## config.mk

```make
export PLATFORM = sky130hd
export DESIGN_NAME = afs_fault_regs
export DESIGN_NICKNAME = d
export VERILOG_FILES = /design/src/verilog/afs_pkg.sv /design/src/verilog/afs_fault_regs.sv
export SDC_FILE = /design/constraint.sdc
export NUM_CORES = 1
export LEC_CHECK = 0
export BUFFER_PORTS_ARGS = -buffer_cell sky130_fd_sc_hd__buf_4
export CORE_ASPECT_RATIO = 1.1
export CORE_MARGIN = 2
export CORE_UTILIZATION = 52
export CTS_CLUSTER_SIZE = 14
export DETAILED_ROUTE_END_ITERATION = 8
export PLACE_DENSITY = 0.9
export SYNTH_ARGS = -nofsm -noshare
export SYNTH_HDL_FRONTEND = slang
export SYNTH_SLANG_ARGS = --single-unit
```

## constraint.sdc

```tcl
create_clock -name i_clk -period 2.7 [get_ports i_clk]
set_clock_uncertainty 0.15 [all_clocks]
set_input_delay 0.54 -clock i_clk [delete_from_list [all_inputs] [get_ports i_clk]]
set_output_delay 0.54 -clock i_clk [all_outputs]
set_load 0.01 [all_outputs]
```

## src/verilog/afs_pkg.sv

```systemverilog
// package: register map, field positions and reset values of the amplifier fault block
package afs_pkg;
  // printed offsets are not all multiples of four: they are word indices, byte address = 4 * index
  localparam logic [7:0] IDX_CHANNEL_FAULT_STATUS = 8'h70;
  localparam logic [7:0] IDX_DEV_FAULT_A = 8'h71;
  localparam logic [7:0] IDX_DEV_FAULT_B = 8'h72;
  localparam logic [7:0] IDX_THERM_WARN = 8'h73;
  localparam logic [7:0] IDX_REPORT_MASK = 8'h74;
  localparam logic [7:0] IDX_LATCH_CFG = 8'h75;
  localparam logic [7:0] IDX_BEHAV_CFG = 8'h76;
  localparam logic [7:0] IDX_FAULT_CLR = 8'h78;
  localparam logic [7:0] IDX_IRQ_STATUS = 8'h7C;
  localparam logic [7:0] IDX_IRQ_MASK = 8'h7D;
  localparam int ADDR_W = 10;
  // channel fault field positions
  localparam int CH_LEFT_DC = 3;
  localparam int CH_RIGHT_DC = 2;
  localparam int CH_LEFT_OC = 1;
  localparam int CH_RIGHT_OC = 0;
  // device fault a
  localparam int DA_CRC = 7;
  localparam int DA_COEF_WR = 6;
  localparam int DA_CLK = 2;
  localparam int DA_PVDD_OV = 1;
  localparam int DA_PVDD_UV = 0;
  // device fault b and thermal warning
  localparam int DB_OTSD = 0;
  localparam int TW_OTW = 2;
  // report mask
  localparam int MK_OTSD = 7;
  localparam int MK_CORE_UV = 6;
  localparam int MK_CORE_OV = 5;
  localparam int MK_CLK = 4;
  localparam int MK_PWR_UV = 3;
  localparam int MK_PWR_OV = 2;
  localparam int MK_DC = 1;
  localparam int MK_OC = 0;
  // latch config
  localparam int LC_CLK_LATCH = 5;
  localparam int LC_OTSD_LATCH = 4;
  localparam int LC_OTW_LATCH = 3;
  localparam int LC_OTW_MASK = 2;
  // behaviour config
  localparam int BC_CLKDET_LATCH = 7;
  localparam int BC_AUTO_REC = 4;
  // clear command
  localparam int FC_ANALOG_CLR = 7;
  // reset values
  localparam logic [7:0] RST_REPORT_MASK = 8'h00;
  localparam logic [7:0] RST_LATCH_CFG = 8'hF8;
  localparam logic [7:0] RST_BEHAV_CFG = 8'h00;
  localparam logic [7:0] RST_FAULT_CLR_RES = 8'h00;
  // interrupt status bits
  localparam int IRQ_W = 6;
  localparam int IR_DC = 0;
  localparam int IR_OC = 1;
  localparam int IR_SUPPLY = 2;
  localparam int IR_CLK = 3;
  localparam int IR_OTSD = 4;
  localparam int IR_OTW = 5;
endpackage : afs_pkg

```

## src/verilog/afs_fault_regs.sv

```systemverilog
// fault status and fault handling register bank of a class d amplifier, apb slave
// How it works
// - channel fault status reads left dc in bit 3, right dc in bit 2, left oc in bit 1, right oc in bit 0.
// - device fault a reads crc error in bit 7, clock fault in bit 2, supply ov in bit 1, supply uv in bit 0.
// - device fault a bit 6 is set when the latest coefficient write failed.
// - device fault b reports thermal shutdown in bit 0, other bits read zero.
// - thermal warning status bit 2 flags the 135 C warning threshold.
// - a set report mask bit suppresses its fault group; all mask bits reset to zero.
// - thermal shutdown and thermal warning latch when their enables (4,3) are set, clock fault when enable 5 and behaviour bit 7 are set; enables default on.
// - latch config bit 2 suppresses the thermal warning report; it resets to zero.
// - behaviour config bit 7 set latches the clock detect status, clear leaves it live.
// - behaviour config bit 4 lets the device leave thermal shutdown on its own, default off.
// - writing one to clear register bit 7 clears latched analog faults; the bit is not stored.
//
// Design decision made here: the APB register port.
`timescale 1ns/1ps
module afs_fault_regs
  import afs_pkg::*;
(
  // clock and reset
  input wire logic i_clk,
  input wire logic i_resetn,
  // apb
  input wire logic i_psel,
  input wire logic i_penable,
  input wire logic i_pwrite,
  input wire logic [afs_pkg::ADDR_W-1:0] i_paddr,
  input wire logic [31:0] i_pwdata,
  input wire logic [3:0] i_pstrb,
  output logic o_pready,
  output logic o_pslverr,
  output logic [31:0] o_prdata,
  // raw fault conditions from the analog side (asynchronous)
  input wire logic i_left_dc_fault,
  input wire logic i_right_dc_fault,
  input wire logic i_left_overcurrent_fault,
  input wire logic i_right_overcurrent_fault,
  input wire logic i_crc_error,
  input wire logic i_coef_write_failure,
  input wire logic i_clock_fault,
  input wire logic i_power_supply_overvoltage,
  input wire logic i_power_supply_undervoltage,
  input wire logic i_core_supply_overvoltage,
  input wire logic i_core_supply_undervoltage,
  input wire logic i_thermal_shutdown_fault,
  input wire logic i_thermal_warning_flag,
  // fault handling outputs
  output logic o_shutdown_hold,
  output logic o_fault_report,
  output logic o_irq
);
  import afs_pkg::*;

  localparam int NSYNC = 13;

  typedef struct packed {
    logic [NSYNC-1:0] s1;
    logic [NSYNC-1:0] s2;
    logic [7:0] mask;
    logic [7:0] latch_cfg;
    logic [7:0] behav_cfg;
    logic clk_lat;
    logic otsd_lat;
    logic otw_lat;
    logic shut_hold;
    logic [IRQ_W-1:0] irq_st;
    logic [IRQ_W-1:0] irq_mask;
    logic [IRQ_W-1:0] prev_ev;
    logic pready;
    logic pslverr;
    logic [31:0] prdata;
    logic report;
    logic irq;
  } afs_state_t;

  afs_state_t s_q;
  afs_state_t s_d;

  logic [NSYNC-1:0] raw;
  assign raw = {
    i_thermal_warning_flag,
    i_thermal_shutdown_fault,
    i_core_supply_undervoltage,
    i_core_supply_overvoltage,
    i_power_supply_undervoltage,
    i_power_supply_overvoltage,
    i_clock_fault,
    i_coef_write_failure,
    i_crc_error,
    i_right_overcurrent_fault,
    i_left_overcurrent_fault,
    i_right_dc_fault,
    i_left_dc_fault
  };

  // synchronised views (second flop only), so no logic ever sees a metastable first stage
  logic l_ldc;
  logic l_rdc;
  logic l_loc;
  logic l_roc;
  logic l_crc;
  logic l_bq;
  logic l_clk;
  logic l_pov;
  logic l_puv;
  logic l_cov;
  logic l_cuv;
  logic l_otsd;
  logic l_otw;
  assign l_ldc = s_q.s2[0];
  assign l_rdc = s_q.s2[1];
  assign l_loc = s_q.s2[2];
  assign l_roc = s_q.s2[3];
  assign l_crc = s_q.s2[4];
  assign l_bq = s_q.s2[5];
  assign l_clk = s_q.s2[6];
  assign l_pov = s_q.s2[7];
  assign l_puv = s_q.s2[8];
  assign l_cov = s_q.s2[9];
  assign l_cuv = s_q.s2[10];
  assign l_otsd = s_q.s2[11];
  assign l_otw = s_q.s2[12];

  logic acc;
  logic wr;
  logic rd;
  logic hit;
  logic [7:0] idx;
  logic [7:0] wb;
  logic clr_cmd;
  logic clk_view;
  logic otsd_view;
  logic otw_view;
  logic [7:0] chan_v;
  logic [7:0] dfa_v;
  logic [7:0] dfb_v;
  logic [7:0] tw_v;
  logic [7:0] rdv;
  logic [IRQ_W-1:0] ev;

  assign acc = i_psel && i_penable;
  assign wr = acc && i_pwrite;
  assign rd = acc && !i_pwrite;
  assign idx = i_paddr[afs_pkg::ADDR_W-1:2];
  assign wb = i_pstrb[0] ? i_pwdata[7:0] : 8'h00;
  // self-clearing command: decoded from the write, never stored
  assign clr_cmd = wr && (idx == IDX_FAULT_CLR) && i_pstrb[0] && i_pwdata[FC_ANALOG_CLR];

  // latched views hold, live views follow the condition
  assign clk_view = s_q.clk_lat | l_clk;
  assign otsd_view = s_q.otsd_lat | l_otsd;
  assign otw_view = s_q.otw_lat | l_otw;

  always_comb begin
    chan_v = 8'h00;
    chan_v[CH_LEFT_DC] = l_ldc && !s_q.mask[MK_DC];
    chan_v[CH_RIGHT_DC] = l_rdc && !s_q.mask[MK_DC];
    chan_v[CH_LEFT_OC] = l_loc && !s_q.mask[MK_OC];
    chan_v[CH_RIGHT_OC] = l_roc && !s_q.mask[MK_OC];
    dfa_v = 8'h00;
    dfa_v[DA_CRC] = l_crc;
    dfa_v[DA_COEF_WR] = l_bq;
    dfa_v[DA_CLK] = clk_view && !s_q.mask[MK_CLK];
    dfa_v[DA_PVDD_OV] = l_pov && !s_q.mask[MK_PWR_OV];
    dfa_v[DA_PVDD_UV] = l_puv && !s_q.mask[MK_PWR_UV];
    dfb_v = 8'h00;
    dfb_v[DB_OTSD] = otsd_view && !s_q.mask[MK_OTSD];
    tw_v = 8'h00;
    tw_v[TW_OTW] = otw_view && !s_q.latch_cfg[LC_OTW_MASK];
  end

  // interrupt events: rising edge of each reported group
  assign ev = {tw_v[TW_OTW], dfb_v[DB_OTSD], dfa_v[DA_CLK],
               dfa_v[DA_PVDD_OV] | dfa_v[DA_PVDD_UV] | (l_cov & ~s_q.mask[MK_CORE_OV])
                 | (l_cuv & ~s_q.mask[MK_CORE_UV]),
               chan_v[CH_LEFT_OC] | chan_v[CH_RIGHT_OC], chan_v[CH_LEFT_DC] | chan_v[CH_RIGHT_DC]};

  always_comb begin
    hit = 1'b1;
    rdv = 8'h00;
    unique case (idx)
      IDX_CHANNEL_FAULT_STATUS: rdv = chan_v;
      IDX_DEV_FAULT_A: rdv = dfa_v;
      IDX_DEV_FAULT_B: rdv = dfb_v;
      IDX_THERM_WARN: rdv = tw_v;
      IDX_REPORT_MASK: rdv = s_q.mask;
      IDX_LATCH_CFG: rdv = s_q.latch_cfg;
      IDX_BEHAV_CFG: rdv = s_q.behav_cfg;
      IDX_FAULT_CLR: rdv = RST_FAULT_CLR_RES;
      IDX_IRQ_STATUS: rdv = {2'b00, s_q.irq_st};
      IDX_IRQ_MASK: rdv = {2'b00, s_q.irq_mask};
      default: hit = 1'b0;
    endcase
  end

  always_comb begin
    s_d = s_q;
    s_d.s1 = raw;
    s_d.s2 = s_q.s1;
    // apb: one wait state per access, answer registered so pready rises one cycle into access
    s_d.pready = acc && !s_q.pready;
    s_d.pslverr = acc && !s_q.pready && !hit;
    s_d.prdata = (rd && !s_q.pready && hit) ? {24'h000000, rdv} : 32'h0000_0000;
    if (wr && !s_q.pready && hit && i_pstrb[0]) begin
      unique case (idx)
        IDX_REPORT_MASK: s_d.mask = wb;
        IDX_LATCH_CFG: s_d.latch_cfg = wb;
        IDX_BEHAV_CFG: s_d.behav_cfg = wb;
        IDX_IRQ_MASK: s_d.irq_mask = wb[IRQ_W-1:0];
        default: ;
      endcase
    end
    // latches: the clear command wins only over history, a live fault re-sets at once
    if (clr_cmd && !s_q.pready) begin
      s_d.clk_lat = 1'b0;
      s_d.otsd_lat = 1'b0;
      s_d.otw_lat = 1'b0;
    end
    // clock latching needs both its own enable and the detect-latch option
    if (l_clk && s_q.latch_cfg[LC_CLK_LATCH] && s_q.behav_cfg[BC_CLKDET_LATCH]) s_d.clk_lat = 1'b1;
    if (l_otsd && s_q.latch_cfg[LC_OTSD_LATCH]) s_d.otsd_lat = 1'b1;
    if (l_otw && s_q.latch_cfg[LC_OTW_LATCH]) s_d.otw_lat = 1'b1;
    // shutdown hold: auto recovery releases as soon as the die cools
    if (l_otsd) s_d.shut_hold = 1'b1;
    else if (s_q.behav_cfg[BC_AUTO_REC]) s_d.shut_hold = 1'b0;
    else if (clr_cmd && !s_q.pready) s_d.shut_hold = 1'b0;
    // sticky interrupt bits, write one to clear, new event wins
    s_d.prev_ev = ev;
    if (wr && !s_q.pready && i_pstrb[0] && idx == IDX_IRQ_STATUS) s_d.irq_st = s_q.irq_st & ~wb[IRQ_W-1:0];
    s_d.irq_st = s_d.irq_st | (ev & ~s_q.prev_ev);
    s_d.irq = |(s_d.irq_st & s_d.irq_mask);
    s_d.report = |chan_v | |dfa_v | dfb_v[DB_OTSD] | tw_v[TW_OTW];
  end

  always_ff @(posedge i_clk) begin
    if (!i_resetn) begin
      s_q <= '0;
      s_q.mask <= RST_REPORT_MASK;
      s_q.latch_cfg <= RST_LATCH_CFG;
      s_q.behav_cfg <= RST_BEHAV_CFG;
    end else begin
      s_q <= s_d;
    end
  end

  assign o_pready = s_q.pready;
  assign o_pslverr = s_q.pslverr;
  assign o_prdata = s_q.prdata;
  assign o_shutdown_hold = s_q.shut_hold;
  assign o_fault_report = s_q.report;
  assign o_irq = s_q.irq;

  // configuration defaults right after reset
  a_mask_reset_val: assert property (@(posedge i_clk)
    $rose(i_resetn) |-> s_q.mask == RST_REPORT_MASK && s_q.latch_cfg == RST_LATCH_CFG)
    else $error("config reset values wrong");
  a_behav_reset_val: assert property (@(posedge i_clk)
    $rose(i_resetn) |-> s_q.behav_cfg == RST_BEHAV_CFG)
    else $error("behaviour config reset value wrong");

  // latches
  a_otsd_latch_hold: assert property (@(posedge i_clk) disable iff (!i_resetn)
    s_q.otsd_lat && !(clr_cmd && !s_q.pready) |=> s_q.otsd_lat)
    else $error("thermal shutdown latch dropped without clear");
  a_otsd_latch_set: assert property (@(posedge i_clk) disable iff (!i_resetn)
    l_otsd && s_q.latch_cfg[LC_OTSD_LATCH] |=> s_q.otsd_lat)
    else $error("thermal shutdown not latched");
  a_otw_latch_set: assert property (@(posedge i_clk) disable iff (!i_resetn)
    l_otw && s_q.latch_cfg[LC_OTW_LATCH] |=> s_q.otw_lat)
    else $error("thermal warning not latched");
  a_clk_latch_set: assert property (@(posedge i_clk) disable iff (!i_resetn)
    l_clk && s_q.latch_cfg[LC_CLK_LATCH] && s_q.behav_cfg[BC_CLKDET_LATCH] |=> s_q.clk_lat)
    else $error("clock fault not latched");
  a_clk_no_latch: assert property (@(posedge i_clk) disable iff (!i_resetn)
    !s_q.behav_cfg[BC_CLKDET_LATCH] && !s_q.clk_lat |=> !s_q.clk_lat)
    else $error("clock latched while latching off");
  a_otw_live: assert property (@(posedge i_clk) disable iff (!i_resetn)
    !s_q.otw_lat |-> otw_view == l_otw)
    else $error("unlatched warning does not follow condition");

  // clear command
  a_clear_drops: assert property (@(posedge i_clk) disable iff (!i_resetn)
    clr_cmd && !s_q.pready && !l_otw |=> !s_q.otw_lat)
    else $error("clear command missed warning latch");
  a_clear_clk: assert property (@(posedge i_clk) disable iff (!i_resetn)
    clr_cmd && !s_q.pready && !l_clk |=> !s_q.clk_lat)
    else $error("clear command missed clock latch");
  a_clear_otsd: assert property (@(posedge i_clk) disable iff (!i_resetn)
    clr_cmd && !s_q.pready && !l_otsd |=> !s_q.otsd_lat)
    else $error("clear command missed shutdown latch");
  a_clear_reads_zero: assert property (@(posedge i_clk) disable iff (!i_resetn)
    rd && !s_q.pready && idx == IDX_FAULT_CLR |=> o_prdata == 32'h0000_0000)
    else $error("clear command bit read back");

  // shutdown hold
  a_shutdown_set: assert property (@(posedge i_clk) disable iff (!i_resetn)
    l_otsd |=> s_q.shut_hold)
    else $error("shutdown not held");
  a_auto_recover: assert property (@(posedge i_clk) disable iff (!i_resetn)
    !l_otsd && s_q.behav_cfg[BC_AUTO_REC] |=> !s_q.shut_hold)
    else $error("no auto recovery");
  a_shutdown_stays: assert property (@(posedge i_clk) disable iff (!i_resetn)
    s_q.shut_hold && !s_q.behav_cfg[BC_AUTO_REC] && !(clr_cmd && !s_q.pready) |=> s_q.shut_hold)
    else $error("shutdown released without recovery or clear");

  // status views and masks
  a_otw_mask: assert property (@(posedge i_clk) disable iff (!i_resetn)
    s_q.latch_cfg[LC_OTW_MASK] |-> !tw_v[TW_OTW])
    else $error("masked warning reported");
  a_dc_mask: assert property (@(posedge i_clk) disable iff (!i_resetn)
    s_q.mask[MK_DC] |-> chan_v[3:2] == 2'b00)
    else $error("masked dc fault reported");
  a_oc_mask: assert property (@(posedge i_clk) disable iff (!i_resetn)
    s_q.mask[MK_OC] |-> chan_v[1:0] == 2'b00)
    else $error("masked overcurrent fault reported");
  a_clk_mask: assert property (@(posedge i_clk) disable iff (!i_resetn)
    s_q.mask[MK_CLK] |-> !dfa_v[DA_CLK])
    else $error("masked clock fault reported");
  a_pwr_mask: assert property (@(posedge i_clk) disable iff (!i_resetn)
    s_q.mask[MK_PWR_OV] |-> !dfa_v[DA_PVDD_OV])
    else $error("masked supply overvoltage reported");
  a_otsd_mask: assert property (@(posedge i_clk) disable iff (!i_resetn)
    s_q.mask[MK_OTSD] |-> !dfb_v[DB_OTSD])
    else $error("masked shutdown reported");
  a_left_dc_view: assert property (@(posedge i_clk) disable iff (!i_resetn)
    !s_q.mask[MK_DC] |-> chan_v[CH_LEFT_DC] == l_ldc)
    else $error("left dc status wrong");
  a_right_oc_view: assert property (@(posedge i_clk) disable iff (!i_resetn)
    !s_q.mask[MK_OC] |-> chan_v[CH_RIGHT_OC] == l_roc)
    else $error("right overcurrent status wrong");
  a_chan_res: assert property (@(posedge i_clk) disable iff (!i_resetn)
    chan_v[7:4] == 4'h0)
    else $error("channel reserved bits set");
  a_crc_view: assert property (@(posedge i_clk) disable iff (!i_resetn)
    dfa_v[DA_CRC] == l_crc && dfa_v[5:3] == 3'h0)
    else $error("crc status wrong");
  a_coef_view: assert property (@(posedge i_clk) disable iff (!i_resetn)
    dfa_v[DA_COEF_WR] == l_bq)
    else $error("coefficient write status wrong");
  a_dfb_res: assert property (@(posedge i_clk) disable iff (!i_resetn)
    dfb_v[7:1] == 7'h00)
    else $error("reserved bits set");
  a_tw_res: assert property (@(posedge i_clk) disable iff (!i_resetn)
    tw_v[7:3] == 5'h00 && tw_v[1:0] == 2'h0)
    else $error("warning reserved bits set");
  a_mask_write: assert property (@(posedge i_clk) disable iff (!i_resetn)
    wr && !s_q.pready && i_pstrb[0] && idx == IDX_REPORT_MASK |=> s_q.mask == $past(wb))
    else $error("mask write lost");

  // bus and interrupt
  a_apb_answer: assert property (@(posedge i_clk) disable iff (!i_resetn)
    i_psel && !i_penable ##1 i_psel && i_penable |=> o_pready)
    else $error("apb answer late");
  a_pready_pulse: assert property (@(posedge i_clk) disable iff (!i_resetn)
    o_pready |=> !o_pready)
    else $error("pready longer than one cycle");
  a_slverr_pair: assert property (@(posedge i_clk) disable iff (!i_resetn)
    o_pslverr |-> o_pready)
    else $error("error without ready");
  a_prdata_idle: assert property (@(posedge i_clk) disable iff (!i_resetn)
    !o_pready |-> o_prdata == 32'h0000_0000)
    else $error("read data outside answer");
  a_irq_level: assert property (@(posedge i_clk) disable iff (!i_resetn)
    o_irq == |(s_q.irq_st & s_q.irq_mask))
    else $error("interrupt level wrong");

  c_otsd_latched: cover property (@(posedge i_clk) disable iff (!i_resetn) s_q.otsd_lat ##1 !s_q.otsd_lat);
  c_irq_raise: cover property (@(posedge i_clk) disable iff (!i_resetn) $rose(o_irq));
  c_auto_rec: cover property (@(posedge i_clk) disable iff (!i_resetn)
    $fell(s_q.shut_hold) && s_q.behav_cfg[BC_AUTO_REC]);
  c_clk_latched: cover property (@(posedge i_clk) disable iff (!i_resetn) $rose(s_q.clk_lat));
  c_clear_warn: cover property (@(posedge i_clk) disable iff (!i_resetn) clr_cmd && s_q.otw_lat);
endmodule : afs_fault_regs

```

==> reports/qor.txt, run 1 <==
==================================================================================
Result of the run ................................................... complete, no violations
Number of synthesized flops with an enable pin ......................            0
Area growth from synthesis to final layout ..........................       12.89%
Die Area ............................................................     7529 µm²
Portion of the post-synthesis area used by sequential elements ......       0.4721
RSZ-0062 raised after global routing ................................        false
Finish-stage setup viols ............................................            0
Worst hold slack across all endpoints ...............................    0.2383 ns
H-tree depth ........................................................            3
Utilization after layout ............................................       0.6099
CP startpoint kind ..................................................     register
Biggest fanout along the worst timing path ..........................            6
Library cell occupying the most area in the post-synthesis netlist .. sky130_fd_sc_hd__dfxtp_1
Upper clock frequency limit .........................................    465.6 MHz
GRT Util Overall ....................................................       0.2058
Residual DRC ........................................................            0
Footprint of the flip-flops and latches .............................     1682 µm²
Synthesis-stage register bit count ..................................           84
Congestion Overflow GR ..............................................            0
Distinct cell type count after synthesis ............................           44
Area of the multi-input gates .......................................     1598 µm²
Area of the core ....................................................     6594 µm²
Clock root buffer ................................................... sky130_fd_sc_hd__clkbuf_8
Initial Util ........................................................       0.5402
Total negative slack for setup checks ...............................         0 ns
Overall via count from detail_route .................................        2,726
Static leakage power ................................................     1.826 nW
Path category of the worst min-delay check ..........................       in2reg
Area share of the largest cell type after synthesis .................       0.4721
Endpoint of the worst-slack reg-to-reg timing path ..................        o_irq
Most used standard cell by instance count after synthesis ........... sky130_fd_sc_hd__dfxtp_1
First-pass DRT Iterations ...........................................            5
Shortest clock period the worst path allows after layout ............     2.148 ns
Setup slack, reg-to-reg .............................................      0.55 ns
Remaining number of nets flagged by the antenna check after routing .            0
Pin count of the biggest net entering global routing ................           35
Total I/O pin count .................................................          101
Synth warn ..........................................................            0
Total count of hold-check failures in the final report ..............            0
CTS clock-pin slew for the worst setup and hold paths ...............      0.09 ns
Hold bufs inserted after CTS ........................................            0
Layout filler cell count ............................................          558
Arrival time reported for the critical path endpoint ................      2.26 ns
Post-synthesis average cell area ....................................    9.499 µm²
Place WS ............................................................    0.2845 ns
Share of cells above drive strength 1 ...............................       0.1851
Post-Synthesis Cells ................................................          375
Total Wirelength ....................................................      7696 µm
Critical Path Start .................................................     o_pready
Final GP Congestion .................................................       0.9381
Source-to-sink clock delay at the later pin of the worst-skew pair ..      0.36 ns
Number of violations of the max-capacitance limit ...................            0
Critical path endpoint ..............................................        o_irq
Per-cell via count in the routed design .............................        5.474
Buffers on Ports ....................................................           47
Top area cells in the synthesized netlist ........................... sky130_fd_sc_hd__dfxtp_1, sky130_fd_sc_hd__mux2i_1, sky130_fd_sc_hd__buf_4, sky130_fd_sc_hd__and2_1, sky130_fd_sc_hd__nor2_1
Sum of net half-perimeters after detailed placement .................      5386 µm
Required @ worst endpoint ...........................................      2.81 ns
First-pass GRT wire length ..........................................    12,210 µm
Number of antenna violations at the first check in global routing ...            0
Overall die width ...................................................     82.92 µm
Total power per unit cell area ...................................... 598.8 nW/µm²
DRC violation total after the first TritonRoute iteration ...........          253
# Post-CTS Setup Buffers ............................................            0
CTS Sinks ...........................................................           84
Maximum buffer depth of the clock tree ..............................            2
Logic depth of the worst register-to-register path ..................            5
Worst IR Drop VDD ...................................................    0.4174 mV
Share of the clock period used by the worst path after layout .......       0.7955
Fraction of synthesis flops using an asynchronous set or reset pin ..            0
NumNets Final .......................................................          475
Reg-to-reg startpoint ...............................................     o_pready
Most instantiated flip-flop cell in the synthesis netlist ........... sky130_fd_sc_hd__dfxtp_1
CTS tree ............................................................          yes
Top post-synthesis cells by count ................................... sky130_fd_sc_hd__dfxtp_1, sky130_fd_sc_hd__nor2_1, sky130_fd_sc_hd__and2_1, sky130_fd_sc_hd__mux2i_1, sky130_fd_sc_hd__buf_4
Vias in the first global route ......................................        2,615
Die Ht ..............................................................     90.81 µm
Average wire per standard cell ......................................     15.45 µm
Number of diodes added for antenna fixing ...........................            0
Number of clock buffers inserted by TritonCTS .......................            9
Critical Path End Type ..............................................     register
Critical path class .................................................      reg2reg
Final Worst Setup Slack .............................................    0.5523 ns
Number of max-slew violations in the final report ...................            0
Number of rows in the core area .....................................           31
Post-cts gate resize count ..........................................            0
Synthesized area ....................................................     3562 µm²
==================================================================================
==> stage by stage <==
| step | instance area (µm²) | instances | total power, mW |
|---|---|---|---|
| 2_1_floorplan | 3649 | 398 | 1.462 |
| 3_3_place_gp | 3814 | 482 | 1.512 |
| 3_5_place_dp | 3814 | 482 | 1.517 |
| 4_1_cts | 4021 | 498 | 2.421 |
| 5_1_grt | 4021 | 498 | 2.492 |
| 6_report | 4021 | 498 | 2.408 |
==> cells by family after synthesis <==
family                 count (synthesis)  share of synthesized area
multiplexers                          39                     0.1099
buffers and inverters                 60                     0.1036
AO/OA/AOI/OAI                         55                     0.1085
other                                  1                   0.001053
AND/OR/NAND/NOR                      136                     0.2048
flip-flops                            84                     0.4721
==> worst max-delay path, cell delays in order (launching register included) <==
cell and delay (ns):
sky130_fd_sc_hd__dfxtp_1 0.31, sky130_fd_sc_hd__and3b_1 0.34, sky130_fd_sc_hd__and4_1 0.47, sky130_fd_sc_hd__mux2i_1 0.34
sky130_fd_sc_hd__o22ai_1 0.15, sky130_fd_sc_hd__o31a_1 0.29
==> where the power goes <==
group / leakage, nW / switching, mW / internal (mW) / total [mW]
Sequential: 0.686 / 0.0172 / 1.27 / 1.29
Clock: 0.107 / 0.454 / 0.460 / 0.915
Combinational: 1.03 / 0.115 / 0.0863 / 0.202
Total: 1.83 / 0.587 / 1.82 / 2.41
==> state kept, by name (all words and copies together) (netlist names), 2 cells and up <==
signal and cells:
dfa_v 2, o_prdata 8, s_d 13, s_q 45
==> worst min-delay path by stage <==
| stage | depth (start not counted) | endpoint | from | slack (ns) |
|---|---|---|---|---|
| 6_report | 2 | s_d[86] | i_crc_error | 0.24 |
| 3_5_place_dp | 1 | dfa_v[7] | s_d[86] | 0.27 |
| 2_1_floorplan | 1 | dfa_v[7] | s_d[86] | 0.26 |
| 4_1_cts | 2 | s_d[86] | i_crc_error | 0.22 |
| 5_1_grt | 2 | s_d[87] | i_coef_write_failure | 0.23 |
| 3_3_place_gp | 1 | l_pov | s_d[89] | 0.27 |
==> area by class of cell <==
class,count,share of cell area
Inverter,9,0.008401
Tap cell,82,0.02551
Timing Repair Buffer,53,0.09894
Clock buffer,10,0.03423
Clock inverter,6,0.01742
Multi-Input combinational cell,254,0.3973
Sequential cell,84,0.4182
==> layout by cell type, fill, tap and decap left out, drive strengths merged, types with 4 or more instances in the layout <==
master | synthesis | layout
buf | 36 | 53
a21oi | 9 | 9
o21bai | 5 | 5
inv | 8 | 10
a22oi | 8 | 8
a32oi | 4 | 4
conb | 1 | 24
clkinv | 1 | 4
nand2b | 4 | 4
nor2 | 52 | 52
o22ai | 7 | 7
clkbuf | 15 | 10
and2 | 38 | 38
dfxtp | 84 | 84
mux2i | 38 | 38
o21ai | 7 | 7
nand2 | 17 | 17
nand3 | 5 | 5
==> per-layer routing <==
layer	share of wire	GRT usage	routed length (µm)	vias up
li1	-	-	-	1304
met1	0.40	0.2298	3109	1277
met2	0.49	0.3495	3757	124
met3	0.076	0.06216	588	21
met4	0.031	0.1120	241	0
met5	0	0	0	-
No activity file was read; power rests on OpenSTA's default activity.
==> run 2, diff against run 1 <==
==> constraint.sdc (replaced) <==
create_clock -name i_clk -period 2 [get_ports i_clk]
set_clock_uncertainty 0.15 [all_clocks]
set_input_delay 0.4 -clock i_clk [delete_from_list [all_inputs] [get_ports i_clk]]
set_output_delay 0.4 -clock i_clk [all_outputs]
set_load 0.01 [all_outputs]
==> reports/qor.txt, run 2 (synthesized netlist as in run 1, its figures left out) <==
==================================================================================
Result of the run ................................................... complete, no violations   unchanged
Share of power burned in registers ..................................        0.496   was 0.536
Static leakage power ................................................     1.943 nW   was 1.826 nW
Residual DRC ........................................................            0   unchanged
Pin count of the biggest net entering global routing ................           25   was 35
Worst hold slack across all endpoints ...............................    0.1014 ns   was 0.2383 ns
Final Cell Area .....................................................     4234 µm²   was 4021 µm²
Setup slack, reg-to-reg .............................................      0.05 ns   was 0.55 ns
Fraction of power consumed by combinational cells ...................        0.086   was 0.084
Overall die width ...................................................     82.92 µm   unchanged
Biggest fanout along the worst timing path ..........................            6   unchanged
Finish-stage setup viols ............................................            0   unchanged
Path category of the worst min-delay check ..........................       in2reg   unchanged
CTS Sinks ...........................................................           84   unchanged
Cells on Worst Hold Path ............................................            2   unchanged
Remaining number of nets flagged by the antenna check after routing .            0   unchanged
Critical Path End Type ..............................................     register   unchanged
Hold Crit Start ..................................................... i_clock_fault   was i_crc_error
Worst IR Drop VDD ...................................................    0.5407 mV   was 0.4174 mV
Commonest non-fill, non-tap cell in the layout ...................... sky130_fd_sc_hd__dfxtp_1   unchanged
Die Ht ..............................................................     90.81 µm   unchanged
Average wire per standard cell ......................................     15.98 µm   was 15.45 µm
NumNets Final .......................................................          495   was 475
Area growth from synthesis to final layout ..........................       18.86%   was 12.89%
RSZ-0062 raised after global routing ................................        false   unchanged
Placed cell areas ...................................................     3964 µm²   was 3814 µm²
Per-cell via count in the routed design .............................        5.546   was 5.474
Shortest clock period the worst path allows after layout ............     1.952 ns   was 2.148 ns
Sum of net half-perimeters after detailed placement .................      5708 µm   was 5386 µm
Arrival time reported for the critical path endpoint ................      2.05 ns   was 2.26 ns
Proportion of total power due to net switching ......................       0.2340   was 0.2438
Endpoint of the worst-slack reg-to-reg timing path ..................        o_irq   unchanged
Congestion Overflow GR ..............................................            0   unchanged
# Post-CTS Setup Buffers ............................................            0   unchanged
Most flops, register ................................................          s_q   unchanged
Number of diodes added for antenna fixing ...........................            0   unchanged
CTS clock-pin slew for the worst setup and hold paths ...............      0.09 ns   about the same
Commonest cells after routing, fill and taps aside .................. sky130_fd_sc_hd__dfxtp_1, sky130_fd_sc_hd__buf_4, sky130_fd_sc_hd__nor2_1   unchanged
Number of violations of the max-capacitance limit ...................            0   unchanged
Hold bufs inserted after CTS ........................................            0   unchanged
Critical Path Start .................................................     o_pready   unchanged
Number of flip-flops under the largest register name ................           45   unchanged
Logic depth of the worst register-to-register path ..................            6   was 5
Number of antenna violations at the first check in global routing ...            0   unchanged
Maximum buffer depth of the clock tree ..............................            2   unchanged
Share of cells above drive strength 1 ...............................       0.2317   was 0.1851
Int Power ...........................................................     2.697 mW   was 1.821 mW
Initial Util ........................................................       0.5402   unchanged
First-pass DRT Iterations ...........................................            5   unchanged
Hold Path Sink ......................................................      s_d[88]   was s_d[86]
Clock root buffer ................................................... sky130_fd_sc_hd__clkbuf_8   unchanged
DRC violation total after the first TritonRoute iteration ...........          255   was 253
CP startpoint kind ..................................................     register   unchanged
Total power per unit cell area ...................................... 831.6 nW/µm²   was 598.8 nW/µm²
Required @ worst endpoint ...........................................      2.10 ns   was 2.81 ns
Relative contribution of the clock network to total power ...........        0.418   was 0.380
Number of max-slew violations in the final report ...................            0   unchanged
Upper clock frequency limit .........................................    512.3 MHz   was 465.6 MHz
First-pass GRT wire length ..........................................    13,250 µm   was 12,210 µm
Net switching power .................................................     823.9 µW   was 587.0 µW
Reg-to-reg startpoint ...............................................     o_pready   unchanged
GRT Util Overall ....................................................       0.2215   was 0.2058
Overall via count from detail_route .................................        2,873   was 2,726
Number of clock buffers inserted by TritonCTS .......................            9   unchanged
Buffers on Ports ....................................................           47   unchanged
Critical path class .................................................      reg2reg   unchanged
H-tree depth ........................................................            3   unchanged
Total Wirelength ....................................................      8280 µm   was 7696 µm
Source-to-sink clock delay at the later pin of the worst-skew pair ..      0.35 ns   was 0.36 ns
Layout filler cell count ............................................          526   was 558
Area of the core ....................................................     6594 µm²   unchanged
Post-cts gate resize count ..........................................            1   was 0
Vias in the first global route ......................................        2,761   was 2,615
Total I/O pin count .................................................          101   unchanged
Number of rows in the core area .....................................           31   unchanged
CTS tree ............................................................          yes   unchanged
Share of the clock period used by the worst path after layout .......       0.9759   was 0.7955
Final GP Congestion .................................................       0.9235   was 0.9381
Total count of hold-check failures in the final report ..............            0   unchanged
Die Area ............................................................     7529 µm²   unchanged
==================================================================================
[run 2: power by group through the flow]
stage,clock (mW),combinational [mW],sequential (mW)
final,1.47,0.303,1.74
after floorplan,0,0.197,1.78
after global placement,0,0.285,1.78
after detailed placement,0,0.292,1.78
after global routing,1.54,0.331,1.75
after CTS,1.48,0.295,1.74
[run 2: layer usage]
layer  global-route usage  share of wire  up-vias
li1                     -              -     1332
met1               0.2666           0.39     1323
met2               0.3555           0.49      191
met3              0.05210          0.091       27
met4               0.1380          0.027        0
met5                    0              0        -
[run 2: worst max-delay path, cell delays in order (launching register included)]
cell,delay [ns]
sky130_fd_sc_hd__dfxtp_1,0.32
sky130_fd_sc_hd__and3b_2,0.30
sky130_fd_sc_hd__and4_1,0.22
sky130_fd_sc_hd__buf_6,0.17
sky130_fd_sc_hd__mux2i_2,0.28
sky130_fd_sc_hd__o22ai_1,0.12
sky130_fd_sc_hd__o31a_1,0.30
[run 2: how the worst max path moves through the flow]
stage / endpoint / slack [ns] / cells after the start
6_report: o_irq / 0.05 / 6
5_1_grt: o_irq / 0.005 / 6
4_1_cts: o_irq / 0.06 / 6
3_5_place_dp: s_q[73] / -0.1 / 6
3_3_place_gp: o_irq / -0.05 / 7
2_1_floorplan: o_irq / 0.07 / 7
[run 2: through the flow]
step	std cells	worst slack [ns]	TNS [ns]	util	power (mW)
after floorplan	398	0.06630	0	-	1.973
after global placement	502	-0.04695	-0.1775	0.6011	2.065
after detailed placement	502	-0.09555	-1.160	0.6011	2.073
after CTS	518	0.05877	0	0.6385	3.517
after global routing	518	0.005354	0	0.6421	3.624
final	518	0.04815	0	0.6421	3.521
[run 2: area by class of cell]
cell class	instances	area, µm²	area share
inverter	9	33.78	0.007979
clock inverter	7	121.4	0.02866
multi-input combinational	254	1619	0.3824
sequential	84	1682	0.3972
timing repair buffer	73	551.8	0.1303
clock buffer	9	123.9	0.02926
tap	82	102.6	0.02423
==> run 3, diff against run 2 <==
--- a/config.mk
+++ b/config.mk
@@ -5,6 +5,7 @@
 export SDC_FILE = /design/constraint.sdc
 export NUM_CORES = 1
 export LEC_CHECK = 0
+export ABC_AREA = 1
 export BUFFER_PORTS_ARGS = -buffer_cell sky130_fd_sc_hd__buf_4
 export CORE_ASPECT_RATIO = 1.1
 export CORE_MARGIN = 2
==> reports/qor.txt, run 3 <==
==================================================================================
Distinct cell type count after synthesis ............................           38   was 44
Share of the clock period used by the worst path after layout .......       0.8927   was 0.9759
Number of clock buffers inserted by TritonCTS .......................            9   unchanged
Overall power consumption ...........................................     3.482 mW   was 3.521 mW
Critical path class .................................................      reg2reg   unchanged
Static leakage power ................................................     2.148 nW   was 1.943 nW
Number of max-slew violations in the final report ...................            0   unchanged
Per-cell via count in the routed design .............................        5.181   was 5.546
Final std cells w/o fill ............................................          620   was 518
NumNets Final .......................................................          597   was 495
Finish-stage setup viols ............................................            0   unchanged
Most flops, register ................................................          s_q   unchanged
Area share of the largest cell type after synthesis .................       0.4627   was 0.4721
Number of diodes added for antenna fixing ...........................            0   unchanged
Number of antenna violations at the first check in global routing ...            0   unchanged
Number of violations of the max-capacitance limit ...................            0   unchanged
Residual DRC ........................................................            0   unchanged
Biggest fanout along the worst timing path ..........................            3   was 6
Required @ worst endpoint ...........................................      2.09 ns   was 2.10 ns
First-pass GRT wire length ..........................................    13,970 µm   was 13,250 µm
CTS Sinks ...........................................................           84   unchanged
Top area cells in the synthesized netlist ........................... sky130_fd_sc_hd__dfxtp_1, sky130_fd_sc_hd__nand2_1, sky130_fd_sc_hd__inv_1, sky130_fd_sc_hd__buf_4, sky130_fd_sc_hd__a21oi_1   was sky130_fd_sc_hd__dfxtp_1, sky130_fd_sc_hd__mux2i_1, sky130_fd_sc_hd__buf_4, sky130_fd_sc_hd__and2_1, sky130_fd_sc_hd__nor2_1
H-tree depth ........................................................            3   unchanged
Layout filler cell count ............................................          548   was 526
GRT Util Overall ....................................................       0.2280   was 0.2215
Initial Util ........................................................       0.5448   was 0.5402
Average wire per standard cell ......................................     13.80 µm   was 15.98 µm
Die Area ............................................................     7675 µm²   was 7529 µm²
Sum of net half-perimeters after detailed placement .................      6145 µm   was 5708 µm
Die Ht ..............................................................     91.69 µm   was 90.81 µm
Buffers on Ports ....................................................           47   unchanged
Critical Path End Type ..............................................     register   unchanged
Total I/O pin count .................................................          101   unchanged
Total Wirelength ....................................................      8559 µm   was 8280 µm
DRC violation total after the first TritonRoute iteration ...........          392   was 255
Congestion Overflow GR ..............................................            0   unchanged
Number of rows in the core area .....................................           31   unchanged
Synthesized area ....................................................     3635 µm²   was 3562 µm²
Vias in the first global route ......................................        2,993   was 2,761
CTS tree ............................................................          yes   unchanged
Shortest clock period the worst path allows after layout ............     1.785 ns   was 1.952 ns
Clock root buffer ................................................... sky130_fd_sc_hd__clkbuf_8   unchanged
Final GP Congestion .................................................       0.9102   was 0.9235
Upper clock frequency limit .........................................    560.1 MHz   was 512.3 MHz
Worst slew margin relative to its limit .............................       0.6128
Source-to-sink clock delay at the later pin of the worst-skew pair ..      0.36 ns   was 0.35 ns
# Post-CTS Setup Buffers ............................................            0   unchanged
Path category of the worst min-delay check ..........................       in2reg   unchanged
CTS clock-pin slew for the worst setup and hold paths ...............      0.09 ns   about the same
Share of cells above drive strength 1 ...............................       0.2193   was 0.2317
Fraction of synthesis flops using an asynchronous set or reset pin ..            0   unchanged
Overall die width ...................................................     83.72 µm   was 82.92 µm
Arrival time reported for the critical path endpoint ................      1.87 ns   was 2.05 ns
Area of the core ....................................................     6671 µm²   was 6594 µm²
Total negative slack for setup checks ...............................         0 ns   unchanged
Synthesis-stage register bit count ..................................           84   unchanged
Portion of the post-synthesis area used by sequential elements ......       0.4627   was 0.4721
Maximum buffer depth of the clock tree ..............................            2   unchanged
Footprint of the flip-flops and latches .............................     1682 µm²   unchanged
Pin count of the biggest net entering global routing ................           49   was 25
RSZ-0062 raised after global routing ................................        false   unchanged
Total power per unit cell area ...................................... 799.0 nW/µm²   was 831.6 nW/µm²
Worst IR Drop VDD ...................................................    0.6980 mV   was 0.5407 mV
Commonest cells after routing, fill and taps aside .................. sky130_fd_sc_hd__nand2_1, sky130_fd_sc_hd__dfxtp_1, sky130_fd_sc_hd__buf_4   was sky130_fd_sc_hd__dfxtp_1, sky130_fd_sc_hd__buf_4, sky130_fd_sc_hd__nor2_1
Most instantiated flip-flop cell in the synthesis netlist ........... sky130_fd_sc_hd__dfxtp_1   unchanged
Area of the multi-input gates .......................................     1459 µm²   was 1619 µm²
Post-cts gate resize count ..........................................            0   was 1
Overall via count from detail_route .................................        3,212   was 2,873
Most used standard cell by instance count after synthesis ........... sky130_fd_sc_hd__nand2_1   was sky130_fd_sc_hd__dfxtp_1
Synth warn ..........................................................            0   unchanged
Top post-synthesis cells by count ................................... sky130_fd_sc_hd__nand2_1, sky130_fd_sc_hd__dfxtp_1, sky130_fd_sc_hd__inv_1   was sky130_fd_sc_hd__dfxtp_1, sky130_fd_sc_hd__nor2_1, sky130_fd_sc_hd__and2_1, sky130_fd_sc_hd__mux2i_1, sky130_fd_sc_hd__buf_4
First-pass DRT Iterations ...........................................            7   was 5
Post-Synthesis Cells ................................................          466   was 375
Total count of hold-check failures in the final report ..............            0   unchanged
Area growth from synthesis to final layout ..........................       19.90%   was 18.86%
Worst Max-Slew Pin Slew .............................................    0.5747 ns
Number of flip-flops under the largest register name ................           45   unchanged
Post-synthesis average cell area ....................................    7.800 µm²   was 9.499 µm²
Library cell occupying the most area in the post-synthesis netlist .. sky130_fd_sc_hd__dfxtp_1   unchanged
CP startpoint kind ..................................................     register   unchanged
Commonest non-fill, non-tap cell in the layout ...................... sky130_fd_sc_hd__nand2_1   was sky130_fd_sc_hd__dfxtp_1
Cell Count Post-Placement ...........................................          604   was 502
Result of the run ................................................... complete, no violations   unchanged
Remaining number of nets flagged by the antenna check after routing .            0   unchanged
Number of synthesized flops with an enable pin ......................            0   unchanged
Hold bufs inserted after CTS ........................................            0   unchanged
==================================================================================
## run 3: worst max-delay path: stages, from the launching register on
cell	delay, ns
sky130_fd_sc_hd__dfxtp_1	0.31
sky130_fd_sc_hd__inv_1	0.06
sky130_fd_sc_hd__nand2_1	0.10
sky130_fd_sc_hd__o21ai_0	0.12
sky130_fd_sc_hd__a221oi_1	0.36
sky130_fd_sc_hd__o21ai_0	0.21
sky130_fd_sc_hd__nand3_1	0.12
sky130_fd_sc_hd__nand2_1	0.07
sky130_fd_sc_hd__nor2_1	0.09
sky130_fd_sc_hd__a21oi_1	0.07
## run 3: routing by layer
metal | GRT usage | share of wire | wire length, µm | vias to the layer above
met5 | 0 | 0 | 0 | -
met2 | 0.3947 | 0.50 | 4246 | 166
met4 | 0.09140 | 0.023 | 194 | 0
met1 | 0.2709 | 0.40 | 3432 | 1455
met3 | 0.05581 | 0.080 | 685 | 23
li1 | - | - | - | 1568
## run 3: through the flow
| stage | cell area [µm²] | setup slack [ns] | util | hold slack [ns] |
|---|---|---|---|---|
| 2_1_floorplan | 3721 | 0.2346 | - | 0.2405 |
| 3_3_place_gp | 4111 | -0.05724 | 0.6163 | 0.2430 |
| 3_5_place_dp | 4111 | -0.09531 | 0.6163 | 0.2476 |
| 4_1_cts | 4358 | 0.2703 | 0.6532 | 0.06036 |
| 5_1_grt | 4358 | 0.01455 | 0.6532 | 0.07409 |
| 6_report | 4358 | 0.2145 | 0.6532 | 0.06807 |
## run 3: power breakdown
part | internal [mW] | switching [mW]
logic | 0.108 | 0.163
registers | 1.72 | 0.0180
clock network | 0.836 | 0.638
## run 3: worst paths after layout
path / from / slack [ns] / end / depth (start not counted)
setup reg to reg: s_q[77] / 0.21 / o_irq / 9
setup / recovery: s_q[77] / 0.21 / o_irq / 9
hold / removal: i_power_supply_undervoltage / 0.07 / s_d[90] / 3
hold reg to reg: s_d[94] / 0.27 / l_otw / 2
## run 3: logic make-up (layout without fill, tap and decap cells)
logic type	count (synthesis)	count (layout)	synth area share
flip-flops	84	84	0.4626
other	1	24	0.001032
AO/OA/AOI/OAI	95	95	0.1497
buffers and inverters	118	167	0.1597
AND/OR/NAND/NOR	168	168	0.2269
## run 3: cell type report
cell class                      count  area share
Sequential cell                    84      0.3859
Clock inverter                      7     0.02814
Multi-Input combinational cell    287      0.3348
Clock buffer                        9     0.02842
Inverter                           74     0.06374
Tap cell                           82     0.02354
Timing Repair Buffer               77      0.1355
